**src/logic/irq_wdt_pkg.sv**
```systemverilog
package irq_wdt_pkg;

  // ----------------------------------------------------------------
  // Vectors
  // ----------------------------------------------------------------
  localparam logic [9:0] VEC_TRAP = 10'h001;
  localparam logic [9:0] VEC_HW   = 10'h008;

  // ----------------------------------------------------------------
  // Flag and enable bit positions
  // ----------------------------------------------------------------
  localparam int BIT_T0  = 0;
  localparam int BIT_PB  = 1;
  localparam int BIT_EXT = 2;
  localparam int BIT_T1  = 3;
  localparam int BIT_WDT = 6;

  // ----------------------------------------------------------------
  // Values after reset
  // ----------------------------------------------------------------
  localparam logic [7:0] FLAG_RST    = 8'h00;
  localparam logic [7:0] ENABLE_RST  = 8'h00;
  localparam logic       GIE_RST     = 1'b0;
  localparam logic       TIMEOUT_RST = 1'b1;
  localparam logic       PDOWN_RST   = 1'b1;
  localparam logic [7:0] PRESC_RST   = 8'h00;
  localparam logic [19:0] WDT_CNT_RST = 20'h00000;

  // ----------------------------------------------------------------
  // Timer wrap detection values and port B pin 0 mask
  // ----------------------------------------------------------------
  localparam logic [7:0] CNT_TOP = 8'hff;
  localparam logic [7:0] CNT_BOT = 8'h00;
  localparam logic [7:0] PIN0_MASK = 8'h01;

  // ----------------------------------------------------------------
  // Watchdog base periods in microseconds, oscillator rate in kHz
  // ----------------------------------------------------------------
  localparam int WDT_P0_US = 3500;
  localparam int WDT_P1_US = 15000;
  localparam int WDT_P2_US = 60000;
  localparam int WDT_P3_US = 250000;
  localparam int WDT_OSC_KHZ_DEF = 32;

  // Base period select codes
  typedef enum logic [1:0] {
    WDT_SEL_3P5MS = 2'b00,
    WDT_SEL_15MS  = 2'b01,
    WDT_SEL_60MS  = 2'b10,
    WDT_SEL_250MS = 2'b11
  } wdt_period_t;

endpackage

```
**src/logic/pin_sync_edge.sv**
```systemverilog
`timescale 1ns/10ps
`default_nettype none
module pin_sync_edge (
  input  wire logic       ref_clk_i,
  input  wire logic       rst_i,
  input  wire logic [8:0] pins_i,
  output logic      [8:0] level_o,
  output logic      [8:0] rise_o,
  output logic      [8:0] fall_o
);
  logic [8:0] meta_ff;
  logic [8:0] sync_ff;
  logic [8:0] prev_ff;

  // ----------------------------------------------------------------
  // Two-stage synchroniser, then a history stage
  // ----------------------------------------------------------------
  always_ff @(posedge ref_clk_i) begin
    if (rst_i) begin
      meta_ff <= 9'h000;
      sync_ff <= 9'h000;
      prev_ff <= 9'h000;
    end else begin
      meta_ff <= pins_i;
      sync_ff <= meta_ff;
      prev_ff <= sync_ff;
    end
  end

  // Edge pulses from the synchronised level only
  assign level_o = sync_ff;
  assign rise_o  = sync_ff & ~prev_ff;
  assign fall_o  = ~sync_ff & prev_ff;
endmodule
`default_nettype wire

```
**src/logic/watchdog_core.sv**
```systemverilog
`timescale 1ns/10ps
`default_nettype none
module watchdog_core
  import irq_wdt_pkg::*;
#(
  parameter int WDT_OSC_KHZ = WDT_OSC_KHZ_DEF
) (
  input  wire logic       ref_clk_i,
  input  wire logic       rst_i,
  input  wire logic       osc_tick_i,
  input  wire logic       run_i,
  input  wire logic       clear_i,
  input  wire logic       presc_assigned_i,
  input  wire logic [2:0] ratio_sel_i,
  input  wire logic       irq_mode_i,
  input  wire logic [1:0] period_sel_i,
  output logic            expire_o
);
  localparam logic [19:0] LIM0 = 20'(WDT_P0_US * WDT_OSC_KHZ / 1000);
  localparam logic [19:0] LIM1 = 20'(WDT_P1_US * WDT_OSC_KHZ / 1000);
  localparam logic [19:0] LIM2 = 20'(WDT_P2_US * WDT_OSC_KHZ / 1000);
  localparam logic [19:0] LIM3 = 20'(WDT_P3_US * WDT_OSC_KHZ / 1000);

  logic [7:0]  presc_ff;
  logic [19:0] cnt_ff;
  logic [19:0] limit;
  logic [8:0]  div_mask;
  logic        step;

  // Base period from the two select bits
  always_comb begin
    case (wdt_period_t'(period_sel_i))
      WDT_SEL_3P5MS: limit = LIM0;
      WDT_SEL_15MS:  limit = LIM1;
      WDT_SEL_60MS:  limit = LIM2;
      default:       limit = LIM3;
    endcase
  end

  // Prescaler ratio: 1..128 in reset mode, 2..256 in interrupt mode
  assign div_mask = irq_mode_i ? ((9'h002 << ratio_sel_i) - 9'h001)
                               : ((9'h001 << ratio_sel_i) - 9'h001);
  assign step = osc_tick_i & (~presc_assigned_i | ({1'b0, presc_ff} == div_mask));

  // ----------------------------------------------------------------
  // Prescaler and counter, stepped by the free-running oscillator
  // ----------------------------------------------------------------
  always_ff @(posedge ref_clk_i) begin
    if (rst_i) begin
      presc_ff <= PRESC_RST;
    end else if (clear_i && presc_assigned_i) begin
      presc_ff <= PRESC_RST;
    end else if (run_i && osc_tick_i && presc_assigned_i) begin
      presc_ff <= (step) ? PRESC_RST : presc_ff + 8'h01;
    end
  end

  // Counter runs whatever the power mode, only gated by enables
  always_ff @(posedge ref_clk_i) begin
    if (rst_i) begin
      cnt_ff   <= WDT_CNT_RST;
      expire_o <= 1'b0;
    end else begin
      expire_o <= 1'b0;
      if (clear_i) begin
        cnt_ff <= WDT_CNT_RST;
      end else if (run_i && step) begin
        if (cnt_ff >= limit - 20'h00001) begin
          cnt_ff   <= WDT_CNT_RST;
          expire_o <= 1'b1;
        end else begin
          cnt_ff <= cnt_ff + 20'h00001;
        end
      end
    end
  end

  // Checks
  chk_clear_zeroes: assert property (@(posedge ref_clk_i) disable iff (rst_i)
    clear_i && presc_assigned_i |=> cnt_ff == WDT_CNT_RST && presc_ff == PRESC_RST)
    else $error("watchdog clear did not zero counter and prescaler");
  chk_stop_holds: assert property (@(posedge ref_clk_i) disable iff (rst_i)
    !run_i && !clear_i |=> !expire_o && cnt_ff == $past(cnt_ff))
    else $error("watchdog counted while stopped");
endmodule
`default_nettype wire

```
**src/logic/interrupt_and_watchdog_unit.sv**
```systemverilog
`timescale 1ns/10ps
`default_nettype none
// Contract
// - Watchdog expiry resets or interrupts per setting, and clears the timeout flag.
// - Run enable starts or stops watchdog counting when configuration enables it.
// - Base watchdog period is 3.5, 15, 60 or 250 ms by two settings.
// - Prescaler to watchdog divides 1..128 in reset mode, 2..256 in interrupt mode.
// - Watchdog clear with prescaler assigned zeroes both and sets timeout flag.
// - Interrupt mode expiry sets flag bit 6; request needs enable 6 and global.
// - Watchdog counts from its own oscillator, also during standby and halt.
// - Five hardware sources plus one software trap instruction.
// - Hardware interrupts only with global enable; enable and disable instructions.
// - Trap vectors to 0x001 regardless, clearing global enable.
// - Return from service sets global enable and resumes.
// - Each event sets its flag; it stays until software writes 0.
// - A flag reads as set only when its enable bit is 1.
// - Enabled flag with global enable vectors to 0x008 and clears global enable.
// - Return from service clears the in-service state.
// - Timer 0 wrap sets timer 0 flag, serviced with its enable.
// - Timer 1 underflow sets timer 1 flag, serviced with its enable.
// - Input port B pins with change enable set the change flag on any level change.
// - External select at 1 removes pin 0 from change detection.
// - External select at 1: chosen pin 0 edge sets external flag.
// - Halt entry clears power-down flag, sets timeout flag, clears watchdog.
// - Wake-up with global enable vectors to 0x008, else continues.
module interrupt_and_watchdog_unit
  import irq_wdt_pkg::*;
#(
  parameter int WDT_OSC_KHZ = irq_wdt_pkg::WDT_OSC_KHZ_DEF
) (
  input  wire logic       ref_clk_i,
  input  wire logic       rst_i,
  input  wire logic       cfg_wdt_enable_i,
  input  wire logic       cfg_wdt_irq_mode_i,
  input  wire logic [1:0] cfg_wdt_period_sel_i,
  input  wire logic       watchdog_run_enable_i,
  input  wire logic       prescaler_to_watchdog_select_i,
  input  wire logic [2:0] prescaler_ratio_select_i,
  input  wire logic       wdt_osc_i,
  input  wire logic [7:0] timer0_count_i,
  input  wire logic [7:0] timer1_count_i,
  input  wire logic [7:0] portb_pin_i,
  input  wire logic [7:0] portb_dir_input_i,
  input  wire logic [7:0] portb_pin_change_enable_i,
  input  wire logic       external_irq_select_i,
  input  wire logic       external_edge_select_i,
  input  wire logic       flag_wr_i,
  input  wire logic [7:0] flag_wdata_i,
  input  wire logic       enable_wr_i,
  input  wire logic [7:0] enable_wdata_i,
  input  wire logic       enable_irq_instruction_i,
  input  wire logic       disable_irq_instruction_i,
  input  wire logic       return_from_isr_instruction_i,
  input  wire logic       sw_trap_instruction_i,
  input  wire logic       watchdog_clear_instruction_i,
  input  wire logic       halt_entry_i,
  input  wire logic       standby_entry_i,
  output logic      [7:0] interrupt_flag_reg_o,
  output logic      [7:0] interrupt_enable_reg_o,
  output logic            global_irq_enable_o,
  output logic            vector_load_o,
  output logic      [9:0] vector_addr_o,
  output logic            isr_active_o,
  output logic            timeout_status_flag_o,
  output logic            power_down_flag_o,
  output logic            watchdog_reset_o,
  output logic            wake_o
);
  import irq_wdt_pkg::*;

  // ----------------------------------------------------------------
  // Declarations
  // ----------------------------------------------------------------
  logic [7:0] flags_ff;
  logic [7:0] nxt_flags;
  logic [7:0] nxt_enable;
  logic [7:0] set_vec;
  logic [7:0] t0_prev_ff;
  logic [7:0] t1_prev_ff;
  logic [8:0] pin_level;
  logic [8:0] pin_rise;
  logic [8:0] pin_fall;
  logic [7:0] change_mask;
  logic       t0_wrap;
  logic       t1_wrap;
  logic       pb_change;
  logic       ext_edge;
  logic       wdt_expire;
  logic       wdt_run;
  logic       wdt_clear;
  logic       hw_take;
  logic       sleep_ff;
  logic       any_enabled;

  // ----------------------------------------------------------------
  // Pin synchronisers: port B and watchdog oscillator
  // ----------------------------------------------------------------
  pin_sync_edge u_sync (
    .ref_clk_i (ref_clk_i),
    .rst_i     (rst_i),
    .pins_i    ({wdt_osc_i, portb_pin_i}),
    .level_o   (pin_level),
    .rise_o    (pin_rise),
    .fall_o    (pin_fall)
  );

  // ----------------------------------------------------------------
  // Watchdog
  // ----------------------------------------------------------------
  assign wdt_run   = cfg_wdt_enable_i & watchdog_run_enable_i;
  assign wdt_clear = watchdog_clear_instruction_i | halt_entry_i;

  watchdog_core #(
    .WDT_OSC_KHZ (WDT_OSC_KHZ)
  ) u_wdt (
    .ref_clk_i        (ref_clk_i),
    .rst_i            (rst_i),
    .osc_tick_i       (pin_rise[8]),
    .run_i            (wdt_run),
    .clear_i          (wdt_clear),
    .presc_assigned_i (prescaler_to_watchdog_select_i),
    .ratio_sel_i      (prescaler_ratio_select_i),
    .irq_mode_i       (cfg_wdt_irq_mode_i),
    .period_sel_i     (cfg_wdt_period_sel_i),
    .expire_o         (wdt_expire)
  );

  // ----------------------------------------------------------------
  // Event detection
  // ----------------------------------------------------------------
  // Timer count history for wrap detection
  always_ff @(posedge ref_clk_i) begin
    if (rst_i) begin
      t0_prev_ff <= CNT_BOT;
      t1_prev_ff <= CNT_BOT;
    end else begin
      t0_prev_ff <= timer0_count_i;
      t1_prev_ff <= timer1_count_i;
    end
  end

  assign t0_wrap = (t0_prev_ff == CNT_TOP) && (timer0_count_i == CNT_BOT);
  assign t1_wrap = (t1_prev_ff != CNT_BOT) && (timer1_count_i == CNT_BOT);

  // Pin 0 leaves change detection while external select is set
  assign change_mask = portb_dir_input_i & portb_pin_change_enable_i
                     & ~(external_irq_select_i ? PIN0_MASK : CNT_BOT);
  assign pb_change   = |((pin_rise[7:0] | pin_fall[7:0]) & change_mask);
  assign ext_edge    = external_irq_select_i
                     & (external_edge_select_i ? pin_rise[0] : pin_fall[0]);

  // Sticky set vector, one bit per source
  always_comb begin
    set_vec          = 8'h00;
    set_vec[BIT_T0]  = t0_wrap;
    set_vec[BIT_T1]  = t1_wrap;
    set_vec[BIT_PB]  = pb_change;
    set_vec[BIT_EXT] = ext_edge;
    set_vec[BIT_WDT] = wdt_expire & cfg_wdt_irq_mode_i;
  end

  // ----------------------------------------------------------------
  // Flag and enable registers
  // ----------------------------------------------------------------
  // Writing 0 clears, writing 1 keeps; a same-cycle event wins
  assign nxt_flags  = ((flag_wr_i ? (flags_ff & flag_wdata_i) : flags_ff)) | set_vec;
  assign nxt_enable = enable_wr_i ? enable_wdata_i : interrupt_enable_reg_o;

  always_ff @(posedge ref_clk_i) begin
    if (rst_i) begin
      flags_ff <= FLAG_RST;
    end else begin
      flags_ff <= nxt_flags;
    end
  end

  // Enable register and masked read view
  always_ff @(posedge ref_clk_i) begin
    if (rst_i) begin
      interrupt_enable_reg_o <= ENABLE_RST;
      interrupt_flag_reg_o   <= FLAG_RST;
    end else begin
      interrupt_enable_reg_o <= nxt_enable;
      interrupt_flag_reg_o   <= nxt_flags & nxt_enable;
    end
  end

  // ----------------------------------------------------------------
  // Global enable and vectoring
  // ----------------------------------------------------------------
  // Any enabled flag requests the one shared vector
  assign any_enabled = |(flags_ff & interrupt_enable_reg_o);
  assign hw_take     = global_irq_enable_o & any_enabled
                     & ~sw_trap_instruction_i;

  // Global enable: automatic clear beats disable, disable beats set
  always_ff @(posedge ref_clk_i) begin
    if (rst_i) begin
      global_irq_enable_o <= GIE_RST;
    end else if (sw_trap_instruction_i || hw_take) begin
      global_irq_enable_o <= 1'b0;
    end else if (disable_irq_instruction_i) begin
      global_irq_enable_o <= 1'b0;
    end else if (enable_irq_instruction_i || return_from_isr_instruction_i) begin
      global_irq_enable_o <= 1'b1;
    end
  end

  // Vector request to the sequencer, trap first
  always_ff @(posedge ref_clk_i) begin
    if (rst_i) begin
      vector_load_o <= 1'b0;
      vector_addr_o <= VEC_HW;
    end else begin
      vector_load_o <= sw_trap_instruction_i | hw_take;
      if (sw_trap_instruction_i) begin
        vector_addr_o <= VEC_TRAP;
      end else if (hw_take) begin
        vector_addr_o <= VEC_HW;
      end
    end
  end

  // In-service state, left by return from service
  always_ff @(posedge ref_clk_i) begin
    if (rst_i) begin
      isr_active_o <= 1'b0;
    end else if (sw_trap_instruction_i || hw_take) begin
      isr_active_o <= 1'b1;
    end else if (return_from_isr_instruction_i) begin
      isr_active_o <= 1'b0;
    end
  end

  // ----------------------------------------------------------------
  // Power modes and status flags
  // ----------------------------------------------------------------
  // Sleep tracking and wake pulse on any enabled flag
  always_ff @(posedge ref_clk_i) begin
    if (rst_i) begin
      sleep_ff <= 1'b0;
      wake_o   <= 1'b0;
    end else begin
      wake_o <= sleep_ff & any_enabled;
      if (sleep_ff && any_enabled) begin
        sleep_ff <= 1'b0;
      end else if (halt_entry_i || standby_entry_i) begin
        sleep_ff <= 1'b1;
      end
    end
  end

  // Timeout flag: expiry clears, halt or watchdog clear with prescaler assigned sets
  always_ff @(posedge ref_clk_i) begin
    if (rst_i) begin
      timeout_status_flag_o <= TIMEOUT_RST;
    end else if (wdt_expire) begin
      timeout_status_flag_o <= 1'b0;
    end else if (halt_entry_i ||
                 (watchdog_clear_instruction_i && prescaler_to_watchdog_select_i)) begin
      timeout_status_flag_o <= 1'b1;
    end
  end

  // Power-down flag and watchdog reset request
  always_ff @(posedge ref_clk_i) begin
    if (rst_i) begin
      power_down_flag_o <= PDOWN_RST;
      watchdog_reset_o  <= 1'b0;
    end else begin
      watchdog_reset_o <= wdt_expire & ~cfg_wdt_irq_mode_i;
      if (halt_entry_i) begin
        power_down_flag_o <= 1'b0;
      end else if (watchdog_clear_instruction_i) begin
        power_down_flag_o <= 1'b1;
      end
    end
  end

  // ----------------------------------------------------------------
  // Checks
  // ----------------------------------------------------------------
  chk_trap_vector: assert property (@(posedge ref_clk_i) disable iff (rst_i)
    sw_trap_instruction_i |=> vector_load_o && vector_addr_o == VEC_TRAP
                              && !global_irq_enable_o && isr_active_o)
    else $error("trap did not vector to 0x001");
  chk_hw_vector: assert property (@(posedge ref_clk_i) disable iff (rst_i)
    global_irq_enable_o && any_enabled && !sw_trap_instruction_i
    |=> vector_load_o && vector_addr_o == VEC_HW && !global_irq_enable_o)
    else $error("enabled flag did not vector to 0x008");
  chk_no_gie_no_take: assert property (@(posedge ref_clk_i) disable iff (rst_i)
    !global_irq_enable_o && !sw_trap_instruction_i |=> !vector_load_o)
    else $error("vector taken without global enable");
  chk_return_sets: assert property (@(posedge ref_clk_i) disable iff (rst_i)
    return_from_isr_instruction_i && !sw_trap_instruction_i && !hw_take
    && !disable_irq_instruction_i |=> global_irq_enable_o && !isr_active_o)
    else $error("return did not restore global enable");
  chk_flag_sticky: assert property (@(posedge ref_clk_i) disable iff (rst_i)
    flags_ff[BIT_T0] && !flag_wr_i |=> flags_ff[BIT_T0])
    else $error("timer 0 flag dropped without a write");
  chk_set_wins: assert property (@(posedge ref_clk_i) disable iff (rst_i)
    t1_wrap && flag_wr_i && !flag_wdata_i[BIT_T1] |=> flags_ff[BIT_T1])
    else $error("event lost against a clearing write");
  chk_read_masked: assert property (@(posedge ref_clk_i) disable iff (rst_i)
    ##1 interrupt_flag_reg_o == (flags_ff & interrupt_enable_reg_o))
    else $error("flag view not gated by enable");
  chk_wdt_irq_flag: assert property (@(posedge ref_clk_i) disable iff (rst_i)
    wdt_expire && cfg_wdt_irq_mode_i |=> flags_ff[BIT_WDT] && !timeout_status_flag_o
                                         && !watchdog_reset_o)
    else $error("interrupt-mode expiry did not set flag 6");
  chk_wdt_reset: assert property (@(posedge ref_clk_i) disable iff (rst_i)
    wdt_expire && !cfg_wdt_irq_mode_i |=> watchdog_reset_o && !timeout_status_flag_o
                                          && (!flags_ff[BIT_WDT] || $past(flags_ff[BIT_WDT])))
    else $error("reset-mode expiry did not request reset");
  chk_halt_flags: assert property (@(posedge ref_clk_i) disable iff (rst_i)
    halt_entry_i && !wdt_expire |=> !power_down_flag_o && timeout_status_flag_o)
    else $error("halt entry flags wrong");
  chk_pin0_masked: assert property (@(posedge ref_clk_i) disable iff (rst_i)
    external_irq_select_i |-> !change_mask[0])
    else $error("pin 0 still in change detection");
  chk_wake_pulse: assert property (@(posedge ref_clk_i) disable iff (rst_i)
    sleep_ff && any_enabled |=> wake_o ##1 !wake_o)
    else $error("wake pulse missing or too long");
endmodule
`default_nettype wire

```
**config.mk**
```make
export PLATFORM = sky130hd
export DESIGN_NAME = interrupt_and_watchdog_unit
export DESIGN_NICKNAME = d
export VERILOG_FILES = /design/src/logic/irq_wdt_pkg.sv /design/src/logic/pin_sync_edge.sv /design/src/logic/watchdog_core.sv /design/src/logic/interrupt_and_watchdog_unit.sv
export SDC_FILE = /design/constraint.sdc
export NUM_CORES = 1
export LEC_CHECK = 0
export BUFFER_PORTS_ARGS = -buffer_cell sky130_fd_sc_hd__buf_2
export CORE_MARGIN = 2
export CORE_UTILIZATION = 49
export CTS_CLUSTER_DIAMETER = 100
export DETAILED_ROUTE_END_ITERATION = 12
export GPL_TIMING_DRIVEN = 0
export PLACE_DENSITY = 0.88
export SLEW_MARGIN = 20
export SYNTH_ARGS = -nofsm -noshare
export SYNTH_HDL_FRONTEND = slang
export SYNTH_SLANG_ARGS = --single-unit
```
**constraint.sdc**
```tcl
create_clock -name ref_clk_i -period 3.2 [get_ports ref_clk_i]
set_input_delay 0.32 -clock ref_clk_i [delete_from_list [all_inputs] [get_ports ref_clk_i]]
set_output_delay 0.32 -clock ref_clk_i [all_outputs]
set_load 0.05 [all_outputs]
```
==> metrics.cfg, run 1 <==
[timing]
tightest_slew_ns=0.830
finalSetupViolations=0
holdWs_ns=0.116
relSlewSlack=0.445
slew_violations=0
finClkSkew_ns=0.0101
setup_ws_ns=0.142
fin_crit_ns=3.06
tns_ns=0
timing_hold_violations_final=0
rsz0062_at_grt=false
period_share=0.956
fmax_mhz=327

[grt]
grt_pass1_wl_mm=20.0
grt_start_max_net_pins=20
grt_antenna_before_repair=0
groute.usage.overall=0.225
grt_pass1_vias=4368
grt_overflow_total=0

[die]
core_area_sq_um=9770
dieArea_sq_um=10800
die_y_um=104
ios=112
start_util=0.503
fp.dieW_um=104
num_rows=36

[route]
wl_per_cell_um=15.5
drc_errors=0
num_vias=4564
drt_pre_antenna_iters=5
routed_via_density=5.66
drt_iter0_markers=361
antenna_left=0
routed_wl_mm=12.5

[synthesis]
ys.flop_type=dfxtp_1
yosysUniqueCellTypes=60
yosysWarnings=0
syn-cell-area_sq_um=4920
synth_edf_count=0
syn_avg_cell_area_sq_um=8.95
yosysSeqAreaShare=0.432
ys_ff_latch=106
async_flop_share=0
syn_inst=549

[setup_path]
cp.required_ns=3.50
path_delay_family=simple AND/OR/NAND/NOR gates
rr_worst_depth=10
cp.depth=14
crit_chain=buf_2, inv_1, ha_4, buf_6, nor3b_4, inv_1, ha_2, xor2_1, nand4b_1, or3_4, o41a_1, buf_4, or4_1, a21oi_1
critPathMostFrequentCell=inv_1
cp-start-kind=primary input
crit_slowest_cell=or4_1
rrSetupSlack_ns=0.39
max_stage_delay_ns=0.47
crit_arrival_ns=3.36
critPathCaptureType=register
worst-path-max-fanout=10
crit_buf_inv=5
critPathKind=in -> reg

[job]
drv_cap=0

[min_path]
hold_depth=2
holdCritPathClass=in -> reg

[clocking]
clkTransAtPathRegs_ns=0.11
htreeDepth=3
clock-sinks=106
cts_tree=done
worstSkewPairLatency_ns=0.37
cts_buffers=9
root_buffer=clkbuf_8
clockBufferDepth=2
cts_hold_repair.buffers=0

[cells_and_area]
fin_cells=806
final_cell_mix=106 x dfxtp_1, 103 x buf_2, 49 x nor2_1, 44 x nor2b_1
fin_nets=770
drive_gt1_frac=0.215
final_common_cell=dfxtp_1
fillers=823
finish.utilization=0.599
area_growth_pct=19.1
fin_area_sq_um=5850
diodes=0

[power]
irDropWorstVdd_mv=0.384
finalPower_mw=2.49
power.density_nw_per_um2=426
p_leak_nw=2.46

[placed_design]
dpl.hpwl_mm=9.57
dpl_cell_area_sq_um=5610
post-place-ws_ns=-0.483
dp_cells=789
port_buffers=100
gp_congestion=0.951

[run_status]
status=complete, no violations

## cell families (layout without fill, tap and decap cells)
kind of cell,count (synthesis),count (layout),share of synthesized area
flip-flops,106,106,0.432
XOR/XNOR,22,22,0.0392
buffers and inverters,54,171,0.0506
adder cells (fa/ha/maj),23,23,0.0585
multiplexers,10,10,0.0206
other,2,9,0.00153
AO/OA/AOI/OAI,105,105,0.143
AND/OR/NAND/NOR,227,227,0.255
## final cells by class
class | count | area [sq um] | area share
multi-input combinational | 396 | 2610 | 0.446
sequential | 106 | 2120 | 0.362
timing repair buffer | 102 | 515 | 0.0881
buffer | 36 | 189 | 0.0323
tap | 133 | 166 | 0.0284
clock buffer | 10 | 128 | 0.0218
inverter | 17 | 63.8 | 0.0109
clock inverter | 6 | 57.6 | 0.00983
## final timing paths
check / start / to
worst max-delay path: cfg_wdt_irq_mode_i / u_wdt.cnt_ff[3]
worst min-delay path: disable_irq_instruction_i / global_irq_enable_o
worst max register to register: u_wdt.cnt_ff[5] / u_wdt.cnt_ff[7]
worst min register to register: u_sync.meta_ff[8] / u_sync.level_o[8]
## worst register-to-register path: cells and delay by family, from the launching register on
kind | cells | cell delay [ns]
DFF | 1 | 0.44
AOI/OAI and AO/OA | 6 | 1.10
adders and majority gates | 1 | 0.28
and+or+nand+nor | 1 | 0.06
buffers and inverters | 2 | 0.85
## registers in the layout, indices dropped and copies added, names as in the netlist, 2 cells and up
signal                  cells
u_sync.meta_ff              9
vector_addr_o               2
u_sync.prev_ff              9
t1_prev_ff                  8
interrupt_flag_reg_o        8
u_wdt.cnt_ff               20
u_sync.level_o              9
interrupt_enable_reg_o      8
t0_prev_ff                  8
flags_ff                    8
u_wdt.presc_ff              8
## synth_stat cells, types with 16 or more instances
cell type	instances	area, sq um
nor3_1	16	80.1
inv_1	17	63.8
nand3_1	25	125
o21ai_0	25	125
nand4_1	25	156
nand2_1	17	63.8
clkbuf_1	19	71.3
xor2_1	16	140
nor2b_1	44	275
nor2_1	49	184
a21oi_1	20	100
ha_1	23	288
dfxtp_1	106	2120
## per-layer routing
metal	up-vias	track usage	routed length (um)
met1	2151	0.276	5220
met4	0	0.0820	183
met2	202	0.391	6190
met5	-	0	0
li1	2191	-	-
met3	20	0.0445	908
## power breakdown
part           total [mW]  internal [mW]  switching [mW]
clock network       0.787          0.303           0.484
logic               0.331          0.125           0.206
registers            1.38           1.36          0.0194
total                2.49           1.79           0.709
## repair_timing
item,CTS,global route
gates resized for setup,4,7
pin swaps,1,2
buffers inserted,1,1
setup endpoints to repair,7,17
cloned,0,0
(Power assumes the default switching activity.)
==> inputs of run 2 (changes only) <==
CORE_UTILIZATION = 32   (was 49)
PLACE_DENSITY = 0.66   (was 0.88)
SLEW_MARGIN = 25   (was 20)
==> run 2 against run 1 <==
Net effect:
- via count is 5.8% lower
- global-route usage shrank 7.9 points
- cell count grew 6.8%
- wire length decreased by 4.8%
- clock power is 33% higher
- critical path type unchanged
- power increased by 10%
- sequential share of layout area fell by 1.1 points
- die area increased by 51%
- register-to-register slack gained 0.05 ns
- sequential cell count did not move
==> metrics.cfg, run 2 (same netlist as run 1, synthesis figures left out) <==
[clocking]
worstSkewPairLatency_ns=0.34  ; was 0.37 ns
clockBufferDepth=2  ; unchanged
clock-sinks=106  ; unchanged
cts_hold_repair.buffers=0  ; unchanged
root_buffer=clkbuf_16  ; was clkbuf_8
htreeDepth=3  ; unchanged
cts_buffers=9  ; unchanged
clkTransAtPathRegs_ns=0.08  ; was 0.11 ns
cts_tree=done  ; unchanged

[timing]
relSlewSlack=0.396  ; was 0.445
tightest_slew_ns=0.904  ; was 0.830 ns
fin_crit_ns=3.08  ; was 3.06 ns
setup_ws_ns=0.118  ; was 0.142 ns
period_share=0.963  ; was 0.956
finalSetupViolations=0  ; unchanged
timing_hold_violations_final=0  ; unchanged
fmax_mhz=324  ; was 327 MHz
slew_violations=0  ; unchanged
finClkSkew_ns=0.00942  ; was 0.0101 ns

[die]
num_rows=45  ; was 36
fp.dieW_um=128  ; was 104 um
ios=112  ; unchanged
start_util=0.326  ; was 0.503
core_area_sq_um=15100  ; was 9770 sq um
dieArea_sq_um=16400  ; was 10800 sq um
die_y_um=128  ; was 104 um

[job]
drv_cap=0  ; unchanged

[route]
num_vias=4298  ; was 4564
antenna_left=0  ; unchanged
drc_errors=0  ; unchanged
drt_pre_antenna_iters=4  ; was 5
drt_iter0_markers=182  ; was 361
routed_via_density=4.99  ; was 5.66
wl_per_cell_um=13.8  ; was 15.5 um
routed_wl_mm=11.9  ; was 12.5 mm

[setup_path]
rrSetupSlack_ns=0.44  ; was 0.39 ns
cp-start-kind=primary input  ; unchanged
rr_worst_depth=8  ; was 10
timing.rr.start=u_wdt.presc_ff[2]  ; was u_wdt.cnt_ff[5]
r2r-end=u_wdt.cnt_ff[18]  ; was u_wdt.cnt_ff[7]
worst-path-max-fanout=10  ; unchanged
cp.required_ns=3.44  ; was 3.50 ns
startpoint=cfg_wdt_irq_mode_i  ; unchanged
critPathKind=in -> reg  ; unchanged
crit_arrival_ns=3.32  ; was 3.36 ns
critPathCaptureType=register  ; unchanged
cp-endpoint=u_wdt.cnt_ff[18]  ; was u_wdt.cnt_ff[3]

[power]
finalPower_mw=2.76  ; was 2.49 mW
swShare=0.264  ; was 0.284
p_sw_uw=729  ; was 709 uW
power.density_nw_per_um2=457  ; was 426 nW/um^2
pwr-share-seq=0.499  ; was 0.552
p_int_mw=2.03  ; was 1.79 mW
pwr-share-clk=0.382  ; was 0.316
power.share.combinational=0.119  ; was 0.133
p_leak_nw=2.51  ; was 2.46 nW
irDropWorstVdd_mv=0.245  ; was 0.384 mV

[grt]
grt_antenna_before_repair=0  ; unchanged
grt_overflow_total=0  ; unchanged
grt_start_max_net_pins=20  ; unchanged
groute.usage.overall=0.146  ; was 0.225
grt_pass1_wl_mm=19.3  ; was 20.0 mm
grt_pass1_vias=4000  ; was 4368

[cells_and_area]
area_growth_pct=22.7  ; was 19.1%
final_common_cell=dfxtp_1  ; unchanged
drive_gt1_frac=0.217  ; was 0.215
final_cell_mix=106 x dfxtp_1, 103 x buf_2, 49 x nor2_1, 44 x nor2b_1  ; unchanged
fin_nets=770  ; unchanged
multiInputGateArea_sq_um=2620  ; was 2610 sq um
fillers=1542  ; was 823
largest_register=u_wdt.cnt_ff  ; unchanged
seqCellArea_sq_um=2120  ; unchanged
diodes=0  ; unchanged
largest_reg_flops=20  ; unchanged

[min_path]
holdCritPathClass=in -> reg  ; unchanged

[run_status]
status=complete, no violations  ; unchanged

[placed_design]
port_buffers=100  ; unchanged
post-place-ws_ns=-0.500  ; was -0.483 ns
gp_congestion=0.838  ; was 0.951
dpl.hpwl_mm=9.06  ; was 9.57 mm

==> run 2: final cells by class <==
cell class	count	area share
well taps	188	0.0390
flip-flops and latches	106	0.352
clock buffers	10	0.0380
clock inverters	6	0.00913
repair buffers	102	0.0855
inverters	17	0.0106
plain buffers	36	0.0309
multi-input cells	396	0.435
==> run 2: how the worst min path moves through the flow <==
stage | start | end | slack [ns] | depth (start not counted)
after floorplan | cfg_wdt_irq_mode_i | watchdog_reset_o | 0.40 | 1
after global routing | disable_irq_instruction_i | global_irq_enable_o | 0.13 | 2
after detailed placement | u_sync.meta_ff[8] | u_sync.level_o[8] | 0.43 | 1
after CTS | disable_irq_instruction_i | global_irq_enable_o | 0.12 | 2
final | disable_irq_instruction_i | global_irq_enable_o | 0.14 | 2
after global placement | u_sync.meta_ff[1] | u_sync.level_o[1] | 0.42 | 1
==> run 2: per-layer routing <==
metal	up-vias	wire, um	GRT usage
li1	2191	-	-
met2	127	5310	0.234
met1	1970	5800	0.202
met5	-	0	0
met3	10	678	0.0275
met4	0	114	0.0407
==> run 2: critical path, stage by stage <==
cell and delay (ns):
buf_2 0.15, inv_1 0.10, ha_4 0.17, buf_6 0.14
nor3b_4 0.22, inv_1 0.07, ha_2 0.32, xor2_1 0.15
nand4b_1 0.13, or3_4 0.36, o41a_1 0.38, buf_4 0.18
o31ai_4 0.41, o21ba_2 0.22
==> run 2: repair_timing <==
item	CTS	global route
pin swaps	1	1
cloned	0	0
hold endpoints to repair	0	0
resized for setup	4	9
setup buffers	1	1
setup endpoints to repair	17	19
==> run 2: power by group through the flow <==
stage / sequential (mW) / combinational, mW / clock, mW
2_1_floorplan: 1.44 / 0.174 / 0
3_3_place_gp: 1.40 / 0.320 / 0
3_5_place_dp: 1.41 / 0.321 / 0
4_1_cts: 1.37 / 0.325 / 1.08
5_1_grt: 1.38 / 0.361 / 1.13
6_report: 1.37 / 0.328 / 1.05
==> run 2: through the flow <==
step	instances	setup TNS [ns]	utilization	hold WS [ns]	instance area (sq um)
6_report	861	0	0.400	0.137	6030
5_1_grt	861	-0.0374	0.400	0.133	6030
4_1_cts	860	0	0.397	0.125	5980
3_5_place_dp	844	-8.94	0.376	0.430	5680
3_3_place_gp	844	-9.81	0.376	0.417	5680
2_1_floorplan	556	0	-	0.396	4940
